`config.mk`:
```
export PLATFORM = sky130hd
export DESIGN_NAME = srdr_top
export DESIGN_NICKNAME = d
export VERILOG_FILES = /design/src/shared/srdr_pkg.sv /design/src/verilog/srdr_delta.sv /design/src/verilog/srdr_flag.sv /design/src/verilog/srdr_top.sv
export VERILOG_INCLUDE_DIRS = /design/src /design/src/shared
export SDC_FILE = /design/constraint.sdc
export NUM_CORES = 1
export LEC_CHECK = 0
export BUFFER_PORTS_ARGS = -buffer_cell sky130_fd_sc_hd__clkbuf_2
export CORE_UTILIZATION = 40
export DETAILED_ROUTE_END_ITERATION = 8
export GPL_TIMING_DRIVEN = 1
export PLACE_DENSITY_LB_ADDON = 0.2
export SETUP_SLACK_MARGIN = 0.05
export SLEW_MARGIN = 10
export SYNTH_ARGS = -nofsm -noshare
export SYNTH_HDL_FRONTEND = slang
export SYNTH_HIERARCHICAL = 1
export SYNTH_SLANG_ARGS = --single-unit
```
`constraint.sdc`:
```
create_clock -name mclk_in -period 3.8 [get_ports mclk_in]
set_input_delay 0.19 -clock mclk_in [delete_from_list [all_inputs] [get_ports mclk_in]]
set_output_delay 0.19 -clock mclk_in [all_outputs]
set_load 0.05 [all_outputs]
```
`src/shared/srdr_consts.svh`:
```
// constants of the sensor result data register bank
`ifndef SRDR_CONSTS_SVH
`define SRDR_CONSTS_SVH

// register offsets on the host read port
`define SRDR_ADDR_STATUS   8'h00
`define SRDR_ADDR_P_HIGH   8'h01
`define SRDR_ADDR_P_MID    8'h02
`define SRDR_ADDR_P_LOW    8'h03
`define SRDR_ADDR_T_HIGH   8'h04
`define SRDR_ADDR_T_LOW    8'h05
`define SRDR_ADDR_PD_HIGH  8'h07
`define SRDR_ADDR_PD_MID   8'h08
`define SRDR_ADDR_PD_LOW   8'h09
`define SRDR_ADDR_TD_HIGH  8'h0a
`define SRDR_ADDR_TD_LOW   8'h0b

// reset values
`define SRDR_BYTE_RESET    8'h00
`define SRDR_PRES_RESET    20'h00000
`define SRDR_TEMP_RESET    12'h000
`define SRDR_NIBBLE_ZERO   4'h0

// fifo mode field value for fifo disabled
`define SRDR_FMODE_OFF     2'h0

// status byte bit positions
`define SRDR_ST_COMBINED_OVERWRITE_FLAG       7
`define SRDR_ST_POW        6
`define SRDR_ST_TOW        5
`define SRDR_ST_COMBINED_READY_FLAG       3
`define SRDR_ST_PDR        2
`define SRDR_ST_TDR        1

`endif

```
`src/shared/srdr_pkg.sv`:
```
// types of the sensor result data register bank
package srdr_pkg;
   typedef logic [7:0]  srdr_byte_t;
   typedef logic [19:0] srdr_pres_t;
   typedef logic [11:0] srdr_temp_t;
   typedef logic [1:0]  srdr_fmode_t;
endpackage

```
`src/verilog/srdr_delta.sv`:
```
// difference of each sample against the one before it
`timescale 1ns/1ps
module srdr_delta #(
   parameter int W = 20
) (
   // clock and reset
   input  wire logic         mclk_in,
   input  wire logic         sys_rst_in,
   // sample in
   input  wire logic         load_in,
   input  wire logic [W-1:0] value_in,
   // difference out
   output logic      [W-1:0] delta_out
);
   logic [W-1:0] prev;

   always_ff @(posedge mclk_in) begin
      if (sys_rst_in) begin
         prev      <= '0;
         delta_out <= '0;
      end else if (load_in) begin
         prev      <= value_in;
         delta_out <= value_in - prev;
      end
   end

   delta_value_a: assert property (
      @(posedge mclk_in) disable iff (sys_rst_in)
      load_in |=> delta_out == W'($past(value_in) - $past(prev)))
      else $error("delta register does not hold the sample difference");
endmodule

```
`src/verilog/srdr_flag.sv`:
```
// sticky data-ready and overwrite pair
`timescale 1ns/1ps
module srdr_flag (
   // clock and reset
   input  wire logic mclk_in,
   input  wire logic sys_rst_in,
   // events
   input  wire logic set_in,
   input  wire logic clear_in,
   // flags
   output logic      ready_out,
   output logic      over_out
);
   // set wins over a clear in the same cycle
   always_ff @(posedge mclk_in) begin
      if (sys_rst_in) begin
         ready_out <= 1'b0;
      end else begin
         ready_out <= set_in | (ready_out & ~clear_in);
      end
   end

   // a new sample while the old one is unread is an overwrite
   always_ff @(posedge mclk_in) begin
      if (sys_rst_in) begin
         over_out <= 1'b0;
      end else begin
         over_out <= (set_in & ready_out) | (over_out & ~clear_in);
      end
   end

   set_wins_a: assert property (
      @(posedge mclk_in) disable iff (sys_rst_in)
      set_in |=> ready_out)
      else $error("ready flag lost an event");

   over_cause_a: assert property (
      @(posedge mclk_in) disable iff (sys_rst_in)
      $rose(over_out) |-> $past(set_in) && $past(ready_out))
      else $error("overwrite flag set without unread data");
endmodule

```
`src/verilog/srdr_top.sv`:
```
// sensor result data register bank with its read port
//
// Operation
// - height bit picks altitude or pressure results
// - altitude result is signed Q16.4
// - pressure result is unsigned Q18.2
// - status and results auto-increment from zero
// - temperature result is signed Q8.4
// - fifo off: results track latest sample
// - pressure delta is change from previous
// - altitude delta is signed, fraction bits 7:4
// - pressure delta unsigned, fraction bits 5:4
// - temperature delta is signed 12-bit change
// - deltas update in every fifo mode
// - pressure flags need pressure event enable
// - temperature flags need temperature event enable
// - combined flags need data-ready event mode
// - fifo off: pressure high read clears pressure overwrite
// - fifo off: temperature high read clears temperature ready
`timescale 1ns/1ps
`include "srdr_consts.svh"
module srdr_top (
   // clock and reset
   input  wire logic                 mclk_in,
   input  wire logic                 sys_rst_in,
   // configuration from the control registers
   input  wire logic                 height_mode_select_in,
   input  wire srdr_pkg::srdr_fmode_t fifo_mode_in,
   input  wire logic                 pressure_event_enable_in,
   input  wire logic                 temperature_event_enable_in,
   input  wire logic                 data_ready_event_mode_in,
   // samples from the measurement engine
   input  wire logic                 pres_valid_in,
   input  wire srdr_pkg::srdr_pres_t pres_data_in,
   input  wire srdr_pkg::srdr_pres_t alt_data_in,
   input  wire logic                 temp_valid_in,
   input  wire srdr_pkg::srdr_temp_t temp_data_in,
   // fifo data port read, from the fifo block
   input  wire logic                 fifo_data_read_in,
   // host byte read port, from the serial front end
   input  wire logic                 addr_load_in,
   input  wire srdr_pkg::srdr_byte_t addr_in,
   input  wire logic                 rd_strobe_in,
   output srdr_pkg::srdr_byte_t      rd_data_out,
   output logic                      rd_valid_out,
   // status flags
   output srdr_pkg::srdr_byte_t      status_out
);
   import srdr_pkg::*;

   ////////////////////////////////////////////////////////////////////////////
   // declarations

   srdr_pres_t  pres_result;
   srdr_temp_t  temp_result;
   srdr_pres_t  pres_delta;
   srdr_temp_t  temp_delta;
   srdr_pres_t  sel_sample;
   srdr_byte_t  rd_ptr;
   srdr_byte_t  next_rd_ptr;
   logic        fifo_off;
   logic        read_p_high;
   logic        read_t_high;
   logic        pres_set;
   logic        temp_set;
   logic        comb_set;
   logic        pres_clear;
   logic        temp_clear;
   logic        comb_clear;
   logic        pres_ready;
   logic        pres_over;
   logic        temp_ready;
   logic        temp_over;
   logic        comb_ready;
   logic        comb_over;

   ////////////////////////////////////////////////////////////////////////////
   // functions

   // low byte: four data bits above a zero nibble
   function automatic srdr_byte_t low_byte(input logic [3:0] frac);
      return {frac, `SRDR_NIBBLE_ZERO};
   endfunction

   function automatic srdr_byte_t byte_at(input srdr_byte_t addr,
                                          input srdr_byte_t status,
                                          input srdr_pres_t pres,
                                          input srdr_temp_t temp,
                                          input srdr_pres_t pdel,
                                          input srdr_temp_t tdel);
      srdr_byte_t val;
      val = `SRDR_BYTE_RESET;
      case (addr)
         `SRDR_ADDR_STATUS:  val = status;
         `SRDR_ADDR_P_HIGH:  val = pres[19:12];
         `SRDR_ADDR_P_MID:   val = pres[11:4];
         `SRDR_ADDR_P_LOW:   val = low_byte(pres[3:0]);
         `SRDR_ADDR_T_HIGH:  val = temp[11:4];
         `SRDR_ADDR_T_LOW:   val = low_byte(temp[3:0]);
         `SRDR_ADDR_PD_HIGH: val = pdel[19:12];
         `SRDR_ADDR_PD_MID:  val = pdel[11:4];
         `SRDR_ADDR_PD_LOW:  val = low_byte(pdel[3:0]);
         `SRDR_ADDR_TD_HIGH: val = tdel[11:4];
         `SRDR_ADDR_TD_LOW:  val = low_byte(tdel[3:0]);
         default:            val = `SRDR_BYTE_RESET;
      endcase
      return val;
   endfunction

   ////////////////////////////////////////////////////////////////////////////
   // sample selection and result registers

   assign fifo_off = (fifo_mode_in == `SRDR_FMODE_OFF);

   assign sel_sample = height_mode_select_in ? alt_data_in : pres_data_in;

   always_ff @(posedge mclk_in) begin
      if (sys_rst_in) begin
         pres_result <= `SRDR_PRES_RESET;
      end else if (pres_valid_in && fifo_off) begin
         pres_result <= sel_sample;
      end
   end

   always_ff @(posedge mclk_in) begin
      if (sys_rst_in) begin
         temp_result <= `SRDR_TEMP_RESET;
      end else if (temp_valid_in && fifo_off) begin
         temp_result <= temp_data_in;
      end
   end

   ////////////////////////////////////////////////////////////////////////////
   // delta registers, loaded on every sample

   srdr_delta #(
      .W          (20)
   ) u_pres_delta (
      .mclk_in    (mclk_in),
      .sys_rst_in (sys_rst_in),
      .load_in    (pres_valid_in),
      .value_in   (sel_sample),
      .delta_out  (pres_delta)
   );

   srdr_delta #(
      .W          (12)
   ) u_temp_delta (
      .mclk_in    (mclk_in),
      .sys_rst_in (sys_rst_in),
      .load_in    (temp_valid_in),
      .value_in   (temp_data_in),
      .delta_out  (temp_delta)
   );

   ////////////////////////////////////////////////////////////////////////////
   // host read port

   assign next_rd_ptr = addr_load_in ? addr_in
                      : (rd_strobe_in ? rd_ptr + 8'h01 : rd_ptr);

   always_ff @(posedge mclk_in) begin
      if (sys_rst_in) begin
         rd_ptr <= `SRDR_ADDR_STATUS;
      end else begin
         rd_ptr <= next_rd_ptr;
      end
   end

   // read data with zero reserved nibbles
   always_ff @(posedge mclk_in) begin
      if (sys_rst_in) begin
         rd_data_out <= `SRDR_BYTE_RESET;
      end else if (rd_strobe_in && !addr_load_in) begin
         rd_data_out <= byte_at(rd_ptr, status_out, pres_result, temp_result,
                                pres_delta, temp_delta);
      end
   end

   always_ff @(posedge mclk_in) begin
      if (sys_rst_in) begin
         rd_valid_out <= 1'b0;
      end else begin
         rd_valid_out <= rd_strobe_in && !addr_load_in;
      end
   end

   ////////////////////////////////////////////////////////////////////////////
   // event flags

   assign read_p_high = rd_strobe_in && !addr_load_in && (rd_ptr == `SRDR_ADDR_P_HIGH);
   assign read_t_high = rd_strobe_in && !addr_load_in && (rd_ptr == `SRDR_ADDR_T_HIGH);

   assign pres_set = pres_valid_in && pressure_event_enable_in;
   assign temp_set = temp_valid_in && temperature_event_enable_in;
   assign comb_set = (pres_valid_in || temp_valid_in) && data_ready_event_mode_in;

   assign pres_clear = fifo_off ? read_p_high : fifo_data_read_in;
   assign temp_clear = fifo_off ? read_t_high : fifo_data_read_in;
   assign comb_clear = fifo_off ? (read_p_high || read_t_high) : fifo_data_read_in;

   srdr_flag u_pres_flag (
      .mclk_in    (mclk_in),
      .sys_rst_in (sys_rst_in),
      .set_in     (pres_set),
      .clear_in   (pres_clear),
      .ready_out  (pres_ready),
      .over_out   (pres_over)
   );

   srdr_flag u_temp_flag (
      .mclk_in    (mclk_in),
      .sys_rst_in (sys_rst_in),
      .set_in     (temp_set),
      .clear_in   (temp_clear),
      .ready_out  (temp_ready),
      .over_out   (temp_over)
   );

   srdr_flag u_comb_flag (
      .mclk_in    (mclk_in),
      .sys_rst_in (sys_rst_in),
      .set_in     (comb_set),
      .clear_in   (comb_clear),
      .ready_out  (comb_ready),
      .over_out   (comb_over)
   );

   // status byte, reserved bits zero
   always_comb begin
      status_out                 = `SRDR_BYTE_RESET;
      status_out[`SRDR_ST_COMBINED_OVERWRITE_FLAG]  = comb_over;
      status_out[`SRDR_ST_POW]   = pres_over;
      status_out[`SRDR_ST_TOW]   = temp_over;
      status_out[`SRDR_ST_COMBINED_READY_FLAG]  = comb_ready;
      status_out[`SRDR_ST_PDR]   = pres_ready;
      status_out[`SRDR_ST_TDR]   = temp_ready;
   end

   ////////////////////////////////////////////////////////////////////////////
   // checks

   alt_load_a: assert property (
      @(posedge mclk_in) disable iff (sys_rst_in)
      pres_valid_in && fifo_off && height_mode_select_in
      |=> pres_result == $past(alt_data_in))
      else $error("altitude mode did not load altitude");

   baro_load_a: assert property (
      @(posedge mclk_in) disable iff (sys_rst_in)
      pres_valid_in && fifo_off && !height_mode_select_in
      |=> pres_result == $past(pres_data_in))
      else $error("pressure mode did not load pressure");

   high_byte_a: assert property (
      @(posedge mclk_in) disable iff (sys_rst_in)
      read_p_high |=> rd_data_out == $past(pres_result[19:12]) && rd_valid_out)
      else $error("result high byte wrong");

   ptr_step_a: assert property (
      @(posedge mclk_in) disable iff (sys_rst_in)
      rd_strobe_in && !addr_load_in |=> rd_ptr == $past(rd_ptr) + 8'h01)
      else $error("read pointer did not advance");

   temp_byte_a: assert property (
      @(posedge mclk_in) disable iff (sys_rst_in)
      read_t_high |=> rd_data_out == $past(temp_result[11:4]))
      else $error("temperature high byte wrong");

   fifo_hold_a: assert property (
      @(posedge mclk_in) disable iff (sys_rst_in)
      !fifo_off |=> $stable(pres_result) && $stable(temp_result))
      else $error("result changed while fifo enabled");

   delta_any_a: assert property (
      @(posedge mclk_in) disable iff (sys_rst_in)
      pres_valid_in && !fifo_off
      |=> pres_delta == 20'($past(sel_sample) - $past(u_pres_delta.prev)))
      else $error("pressure delta not loaded in fifo mode");

   tdelta_byte_a: assert property (
      @(posedge mclk_in) disable iff (sys_rst_in)
      rd_strobe_in && !addr_load_in && rd_ptr == `SRDR_ADDR_TD_LOW
      |=> rd_data_out == {$past(temp_delta[3:0]), `SRDR_NIBBLE_ZERO})
      else $error("temperature delta low byte wrong");

   low_nibble_a: assert property (
      @(posedge mclk_in) disable iff (sys_rst_in)
      rd_strobe_in && !addr_load_in
      && (rd_ptr == `SRDR_ADDR_P_LOW || rd_ptr == `SRDR_ADDR_PD_LOW)
      |=> rd_data_out[3:0] == `SRDR_NIBBLE_ZERO)
      else $error("reserved nibble not zero");

   pres_gate_a: assert property (
      @(posedge mclk_in) disable iff (sys_rst_in)
      $rose(pres_ready) |-> $past(pres_valid_in && pressure_event_enable_in))
      else $error("pressure ready set without enable");

   temp_gate_a: assert property (
      @(posedge mclk_in) disable iff (sys_rst_in)
      $rose(temp_ready) |-> $past(temp_valid_in && temperature_event_enable_in))
      else $error("temperature ready set without enable");

   comb_gate_a: assert property (
      @(posedge mclk_in) disable iff (sys_rst_in)
      $rose(comb_ready) |-> $past(data_ready_event_mode_in))
      else $error("combined ready set without event mode");

   pover_clear_a: assert property (
      @(posedge mclk_in) disable iff (sys_rst_in)
      read_p_high && fifo_off && !pres_set |=> !pres_over)
      else $error("pressure overwrite not cleared by read");

   tready_clear_a: assert property (
      @(posedge mclk_in) disable iff (sys_rst_in)
      read_t_high && fifo_off && !temp_set |=> !temp_ready)
      else $error("temperature ready not cleared by read");
endmodule

```
* Word level (Yosys, flattened, before mapping) *
Cells that the tools add are included.

operators by class
  add/sub/neg operators = 3
  eq/ne operators = 10
  multiplexer cells = 7
  bitwise logic cells = 18
  reductions and logical operators = 14

operator list
  operator                                                               number
  8-bit case mux with 11 select lines                                    1
  8-bit by 4-bit equality test with 1-bit output, second input constant  4
  8-bit by 3-bit equality test with 1-bit output, second input constant  3
  20-bit 2-to-1 mux                                                      1
  20-bit subtractor                                                      1
  8-bit by 2-bit equality test with 1-bit output, second input constant  2
  8-bit 2-to-1 mux                                                       2
  12-bit subtractor                                                      1
  1-bit AND                                                              9
  8-bit by 1-bit adder with 8-bit output, second input constant          1
  8-bit by 1-bit equality test with 1-bit output, second input constant  1
  1-bit logical AND                                                      8
  8-bit zero test                                                        1
  1-bit bitwise OR                                                       6
  1-bit 2-to-1 mux                                                       3
  1-bit inverter                                                         3
  2-bit zero test                                                        1
  1-bit logical OR                                                       2
  2-bit nonzero test                                                     1
  1-bit zero test                                                        1

word-level totals
  bits in registers = 119
  input bits = 73
  output and inout port bits = 17
  word-level logic and storage cells = 67

* Longest topological paths before layout *
Gate-level depths: netlist of run 1.

  depth in word-level cells = 8
  mapped depth = 12
  mapped depth without buffers = 11

* Cells and area by module *
Netlist of run 1, hierarchy kept.

by module, submodules not included
  module                      instances  cells an instance  area each (um^2)  seq. area each (um^2)
  srdr_top                    1          328                2805.2            980.9
  srdr_delta at u_pres_delta  1          299                2494.9            800.8
  srdr_delta at u_temp_delta  1          161                1436.4            480.5
  srdr_flag                   3          8                  73.8              40.0

* Worst setup path before layout of run 1 *
No wires, ideal clock.

  kind = input to register
  start point = input height_mode_select_in
  end point = register u_pres_delta.delta_out[14]
  setup time = 127 ps
  data arrival time = 2568 ps
  required time = 3673 ps
  slack = 1105 ps
  stages = 10
  path buffers = 1
  path through = clkbuf_1 > mux2_2 > ha_1 > nor2b_1 > o2111ai_1 > nand3b_2 > a31oi_4 > o21ai_2 > nor4bb_1 > or3_1

on the way
  cells in the longest elaborated chain, start to end = 2

RTL lines
  element                  RTL line          text
  start: declaration       srdr_top.sv:27    input wire logic height_mode_select_in,
  20-bit 2-to-1 mux        srdr_top.sv:115   assign sel_sample = height_mode_select_in ? alt_data_in : pres_data_in;
  named net sel_sample[2]  srdr_top.sv:58    srdr_pres_t sel_sample;
  20-bit subtractor        srdr_delta.sv:23  delta_out <= value_in - prev;
  end signal: assignment   srdr_delta.sv:23
  end: declaration         srdr_delta.sv:13  output logic [W-1:0] delta_out

The timed path passes the listed nets, and every way through them passes these cells.
A chain may end at the register's enable or synchronous reset.

* Final worst setup path of run 1 *
  start point = input height_mode_select_in
  end point = register u_pres_delta.delta_out[12]

Same word-level chain as after synthesis.

==> flow_summary.toml, run 1 <==
[run_status]
run_status = "complete, no violations"

[timing]
min_period_ns = 2.62
drv_slew = 0
finalSetupViolations = 0
fin_crit_sh_pct = 68.9
fin_hold_ws_ns = 0.0108
finalClockSkew_ns = 0.00565
fmax_mhz = 382
rsz0062_at_grt = "false"
hold_viol = 0
max_slew.worst_pin.slew_ns = 0.880
finalSetupTns_ns = 0
relSlewSlack_pct = 41.3

[clock_tree]
cts_setup_buffers = 0
cts_resized = 0
cts_made_buffers = 17
htree_levels = 4
root_buffer = "clkbuf_16"
cts_tree = "yes"
clkTransAtPathRegs_ns = 0.06
clk_latency_ns = 0.42
cts.sinks = 119
clockBufferDepth = 2
cts-hold-fix-buffers = 1

[drt]
dr.pass1.iters = 7
drtIter0Drc = 426
drc = 0
routed_via_density = 5.39
ant_nets = 0
post_drt_wl_per_cell_um = 16.8
vias = 5963
wl_um = 18600

[cells_and_area]
final_cell_mix = "dfxtp_1 (119), nor2_1 (103), clkbuf_2 (86)"
area_growth_pct = 16.5
diodes = 0
drive_above_1_share_pct = 20.0
finalNetCount = 983
final_common_cell = "dfxtp_1"
fin_cells = 1107

[power]
power_density_nw_per_um2 = 467
vdd_ir_drop_max_mv = 0.350
power_leakage_nw = 3.37

[setup_path]
setup.worst_path.end_class = "flop"
crit_fanout = 20
r2r_slack_ns = 1.44
required_ns = 4.10
critPathLaunchType = "input port"
criticalPathCategory = "in2reg"
worstPathArrival_ns = 2.92
reg2reg_depth = 7

[grt]
grt.total_usage_pct = 21.3
antenna_found_initial = 1
grt_max_degree = 56
grt-ovfl-total = 0
grt_pass1_vias = 5465
grt_pass1_wl_um = 29500

[synth]
synth_top_area_share_pct = 34.2
ys_seq_elements = 119
syn_inst = 812
syn_area_sq_um = 6960
post-synth-top-area-cell = "dfxtp_1"
ys_top_cells_by_area = "dfxtp_1 (34%), mux2i_1 (9.4%), ha_1 (6.1%)"
synth-edff-count = 0
synthFlopType = "dfxtp_1"
yosysSeqAreaShare_pct = 34.2
ys_types = 81
yosys_warnings = 6
synthArstFlopShare_pct = 0
avgSynthCellArea_sq_um = 8.57

[job]
max_cap_viol_count = 0

[min_path]
hp-class = "in2reg"
hold_depth = 3

[placed_design]
dp_hpwl_um = 13700
dp_cells = 1074
globalplace.congestion = 0.890
io_buffers = 87

[floorplanning]
die_y_um = 134
core_sq_um = 16800
chipWidth_um = 134
initial_utilization_pct = 41.5
floorplan.rows = 47
ios = 90
die-area_sq_um = 17900
[layer usage]
metal | global-route usage (%) | part of all wire [%]
met5 | 0 | 0
met4 | 5.62 | 0.85
met3 | 4.42 | 4.2
met2 | 33.0 | 44
met1 | 29.9 | 51
[metrics by stage]
stage	area (sq um)	worst slack, ns	total power, mW	utilization, %
after detailed placement	7490	0.783	2.15	44.7
after global placement	7490	0.841	2.15	44.7
after CTS	8100	1.22	3.81	48.3
final	8100	1.18	3.78	48.3
after global routing	8100	0.983	3.94	48.3
after floorplan	6960	1.10	1.95	-
[sequential cells by signal, indices dropped and copies added (netlist names)]
register                cells
u_temp_delta/prev          12
u_temp_delta/delta_out     12
u_pres_flag/ready_out       1
u_temp_flag/ready_out       1
temp_result                12
u_comb_flag/ready_out       1
u_comb_flag/over_out        1
u_pres_delta/delta_out     20
pres_result                20
rd_data_out                 8
u_pres_delta/prev          20
rd_valid_out                1
u_pres_flag/over_out        1
rd_ptr                      8
u_temp_flag/over_out        1
[Yosys cell counts, types with 4 or more instances]
| cell type | count |
|---|---|
| a211oi_1 | 7 |
| a21o_1 | 7 |
| a21oi_1 | 52 |
| a21oi_2 | 4 |
| a221oi_1 | 4 |
| a222oi_1 | 5 |
| a22o_1 | 6 |
| a22oi_1 | 15 |
| and2_1 | 4 |
| and3_1 | 5 |
| buf_2 | 11 |
| buf_4 | 8 |
| clkbuf_1 | 33 |
| dfxtp_1 | 119 |
| ha_1 | 34 |
| inv_1 | 41 |
| mux2_2 | 23 |
| mux2i_1 | 65 |
| nand2_1 | 76 |
| nand2b_1 | 14 |
| nand3_1 | 13 |
| nand4_1 | 7 |
| nand4b_1 | 4 |
| nor2_1 | 103 |
| nor2b_1 | 11 |
| nor3_1 | 8 |
| nor3b_1 | 11 |
| o21a_1 | 4 |
| o21ai_0 | 9 |
| o21ai_1 | 5 |
| o21ai_2 | 5 |
| o21bai_1 | 4 |
| o22ai_1 | 8 |
| o311ai_1 | 4 |
| xnor2_1 | 11 |
| xor2_1 | 9 |
[final cells by class]
class / instances / area, sq um
multi-input cells: 599 / 4180
fillers: 1705 / 8660
flip-flops and latches: 119 / 2380
clock buffers: 17 / 425
clock inverters: 15 / 179
well taps: 220 / 275
repair buffers: 96 / 508
inverters: 41 / 154
[final timing paths]
path,start,endpoint
hold reg to reg,temp_result[11],temp_result[11]
setup reg to reg,rd_ptr[0],rd_data_out[7]
setup / recovery,height_mode_select_in,u_pres_delta/delta_out[12]
hold / removal,addr_in[4],rd_ptr[4]
[power by group]
part           switching [mW]  internal [mW]  total (mW)
registers              0.0741           1.34        1.41
logic                   0.416          0.303       0.718
clock network           0.620           1.03        1.65
[worst max-delay path, stage by stage]
cell and delay [ns]:
clkbuf_2 0.44, mux2_2 0.44, ha_1 0.38, a21oi_1 0.26
nand2b_1 0.15, nand3b_2 0.15, a31oi_4 0.26, o21ai_1 0.12
nor4bb_1 0.15, or3_1 0.37
[cells by family after synthesis]
kind of cell	after synthesis	synth area share [%]
flops	119	34.2
simple gates	281	19.9
mux	88	13.1
buf+inv	95	5.75
compound gates	172	17.8
xor+xnor	20	2.52
other cells	1	0.0539
fa+ha+maj	36	6.69
No activity file was read; power rests on OpenSTA's default activity.
==> run 2, diff against run 1 <==
clock period = 2.4 ns   (was 3.8 ns; I/O delays follow)
==> flow_summary.toml, run 2 (synthesis results as in run 1) <==
[cells_and_area]
final_common_cell = "dfxtp_1"
final_util_pct = 52.9
diodes = 0
final_cell_area_sq_um = 8870
nFillCells = 1602
reg_top3 = "pres_result (20), u_pres_delta/delta_out (20), u_pres_delta/prev (20)"
final_cell_mix = "dfxtp_1 (119), nor2_1 (103), clkbuf_2 (85)"
finalNetCount = 1069
area_growth_pct = 27.4
drive_above_1_share_pct = 25.7

[setup_path]
crit_path_start = "temp_data_in[0]"
required_ns = 2.72
reg2reg_depth = 9
worstPathArrival_ns = 2.61
r2r_slack_ns = 0.16
setup.worst_path.end_class = "flop"
crit_end = "u_temp_delta/delta_out[6]"
reg2reg_to = "u_pres_delta/delta_out[14]"
critPathLaunchType = "input port"
reg2reg_from = "u_pres_delta/prev[0]"
crit_fanout = 3
criticalPathCategory = "in2reg"

[timing]
fin_crit_sh_pct = 95.2
drv_slew = 0
finalSetupViolations = 0
hold_viol = 0
finalClockSkew_ns = 0.00551
rsz0062_at_grt = "true"
relSlewSlack_pct = 49.4
max_slew.worst_pin.slew_ns = 0.760
min_period_ns = 2.29
fmax_mhz = 438

[grt]
grt-ovfl-total = 0
grt_pass1_vias = 5860
grt.total_usage_pct = 22.3
grt_pass1_wl_um = 31100
grt_max_degree = 72
antenna_found_initial = 0

[power]
p_comb_share_pct = 22.2
p_sw_share_pct = 28.1
vdd_ir_drop_max_mv = 0.498
p_int_mw = 4.46
power_mw = 6.21
power_density_nw_per_um2 = 700
power_leakage_nw = 3.79
switching_power_mw = 1.75
p_seq_share_pct = 35.9
p_clk_share_pct = 41.9

[drt]
ant_nets = 0
routed_via_density = 5.28
drtIter0Drc = 473
dr.pass1.iters = 6
post_drt_wl_per_cell_um = 16.3
wl_um = 19400
drc = 0
vias = 6289

[placed_design]
placedInstanceArea_sq_um = 8020
globalplace.congestion = 0.895
dp_hpwl_um = 14700
io_buffers = 87

[clock_tree]
cts_tree = "yes"
htree_levels = 4
cts_setup_buffers = 0
clk_latency_ns = 0.42
root_buffer = "clkbuf_16"
cts.sinks = 119
clkTransAtPathRegs_ns = 0.05
clockBufferDepth = 2
cts_made_buffers = 17

[job]
max_cap_viol_count = 0

[floorplanning]
initial_utilization_pct = 41.5
die-area_sq_um = 17900
chipWidth_um = 134
die_y_um = 134
core_sq_um = 16800
ios = 90
floorplan.rows = 47

[min_path]
hp-class = "in2reg"
hp-start = "data_ready_event_mode_in"

[run_status]
run_status = "complete, no violations"
==> run 2: changes by cell type in the layout (fill, tap and decap cells not counted), sizes merged <==
cell	delta
buf	+68
dlygate4sd3	+19
clkbuf	+3
clkinv	-2
clkinvlp	-2
inv	-2
==> run 2: layout make-up <==
class / instances / area [sq um] / area share (%)
clock inverters: 9 / 125 / 1.41
well taps: 220 / 275 / 3.10
clock buffers: 21 / 470 / 5.31
repair buffers: 182 / 1210 / 13.7
inverters: 41 / 154 / 1.74
multi-input cells: 599 / 4250 / 47.9
flip-flops and latches: 119 / 2380 / 26.9
==> run 2: layer usage <==
metal | share of wire (%) | global-route usage [%]
met1 | 49 | 31.0
met2 | 44 | 33.7
met5 | 0 | 0
met3 | 5.7 | 5.29
met4 | 1.9 | 7.58
==> run 2: power by group through the flow <==
stage,Sequential (mW),Combinational [mW],Clock [mW]
after floorplan,2.22,0.881,0
after global placement,2.27,1.32,0
after detailed placement,2.27,1.32,0
after CTS,2.23,1.36,2.64
after global routing,2.24,1.52,2.75
final,2.23,1.38,2.60
==> run 2: stage by stage <==
step	setup slack, ns	std cells	TNS, ns	hold slack, ns
final	0.115	1191	0	0.0333
after global placement	-0.140	1141	-0.557	0.365
after floorplan	0.0637	813	0	0.182
after detailed placement	-0.227	1141	-1.18	0.361
after CTS	0.0777	1191	0	0.0185
after global routing	0.000244	1191	0	0.0417
==> run 2: worst min path at each step <==
| stage | endpoint | cells after the start | slack [ns] |
|---|---|---|---|
| final | u_comb_flag/ready_out | 4 | 0.03 |
| after CTS | u_comb_flag/ready_out | 4 | 0.02 |
| after global routing | u_comb_flag/ready_out | 4 | 0.04 |
| after floorplan | u_comb_flag/ready_out | 1 | 0.18 |
| after global placement | rd_ptr[0] | 3 | 0.37 |
| after detailed placement | rd_ptr[0] | 3 | 0.36 |
==> run 2: critical path: stages <==
cell	delay, ns
dlygate4sd3_1	0.55
buf_6	0.11
inv_1	0.04
ha_2	0.19
fa_2	0.39
and2b_1	0.23
nor3_2	0.05
o21bai_2	0.22
a21oi_1	0.13
or4b_1	0.48
o311ai_1	0.09
==> run 2: timing repair <==
item	in CTS	in global routing
hold buffers	20	0
gates resized for setup	0	10
setup endpoints to repair	0	7
endpoints found under the hold margin	23	0
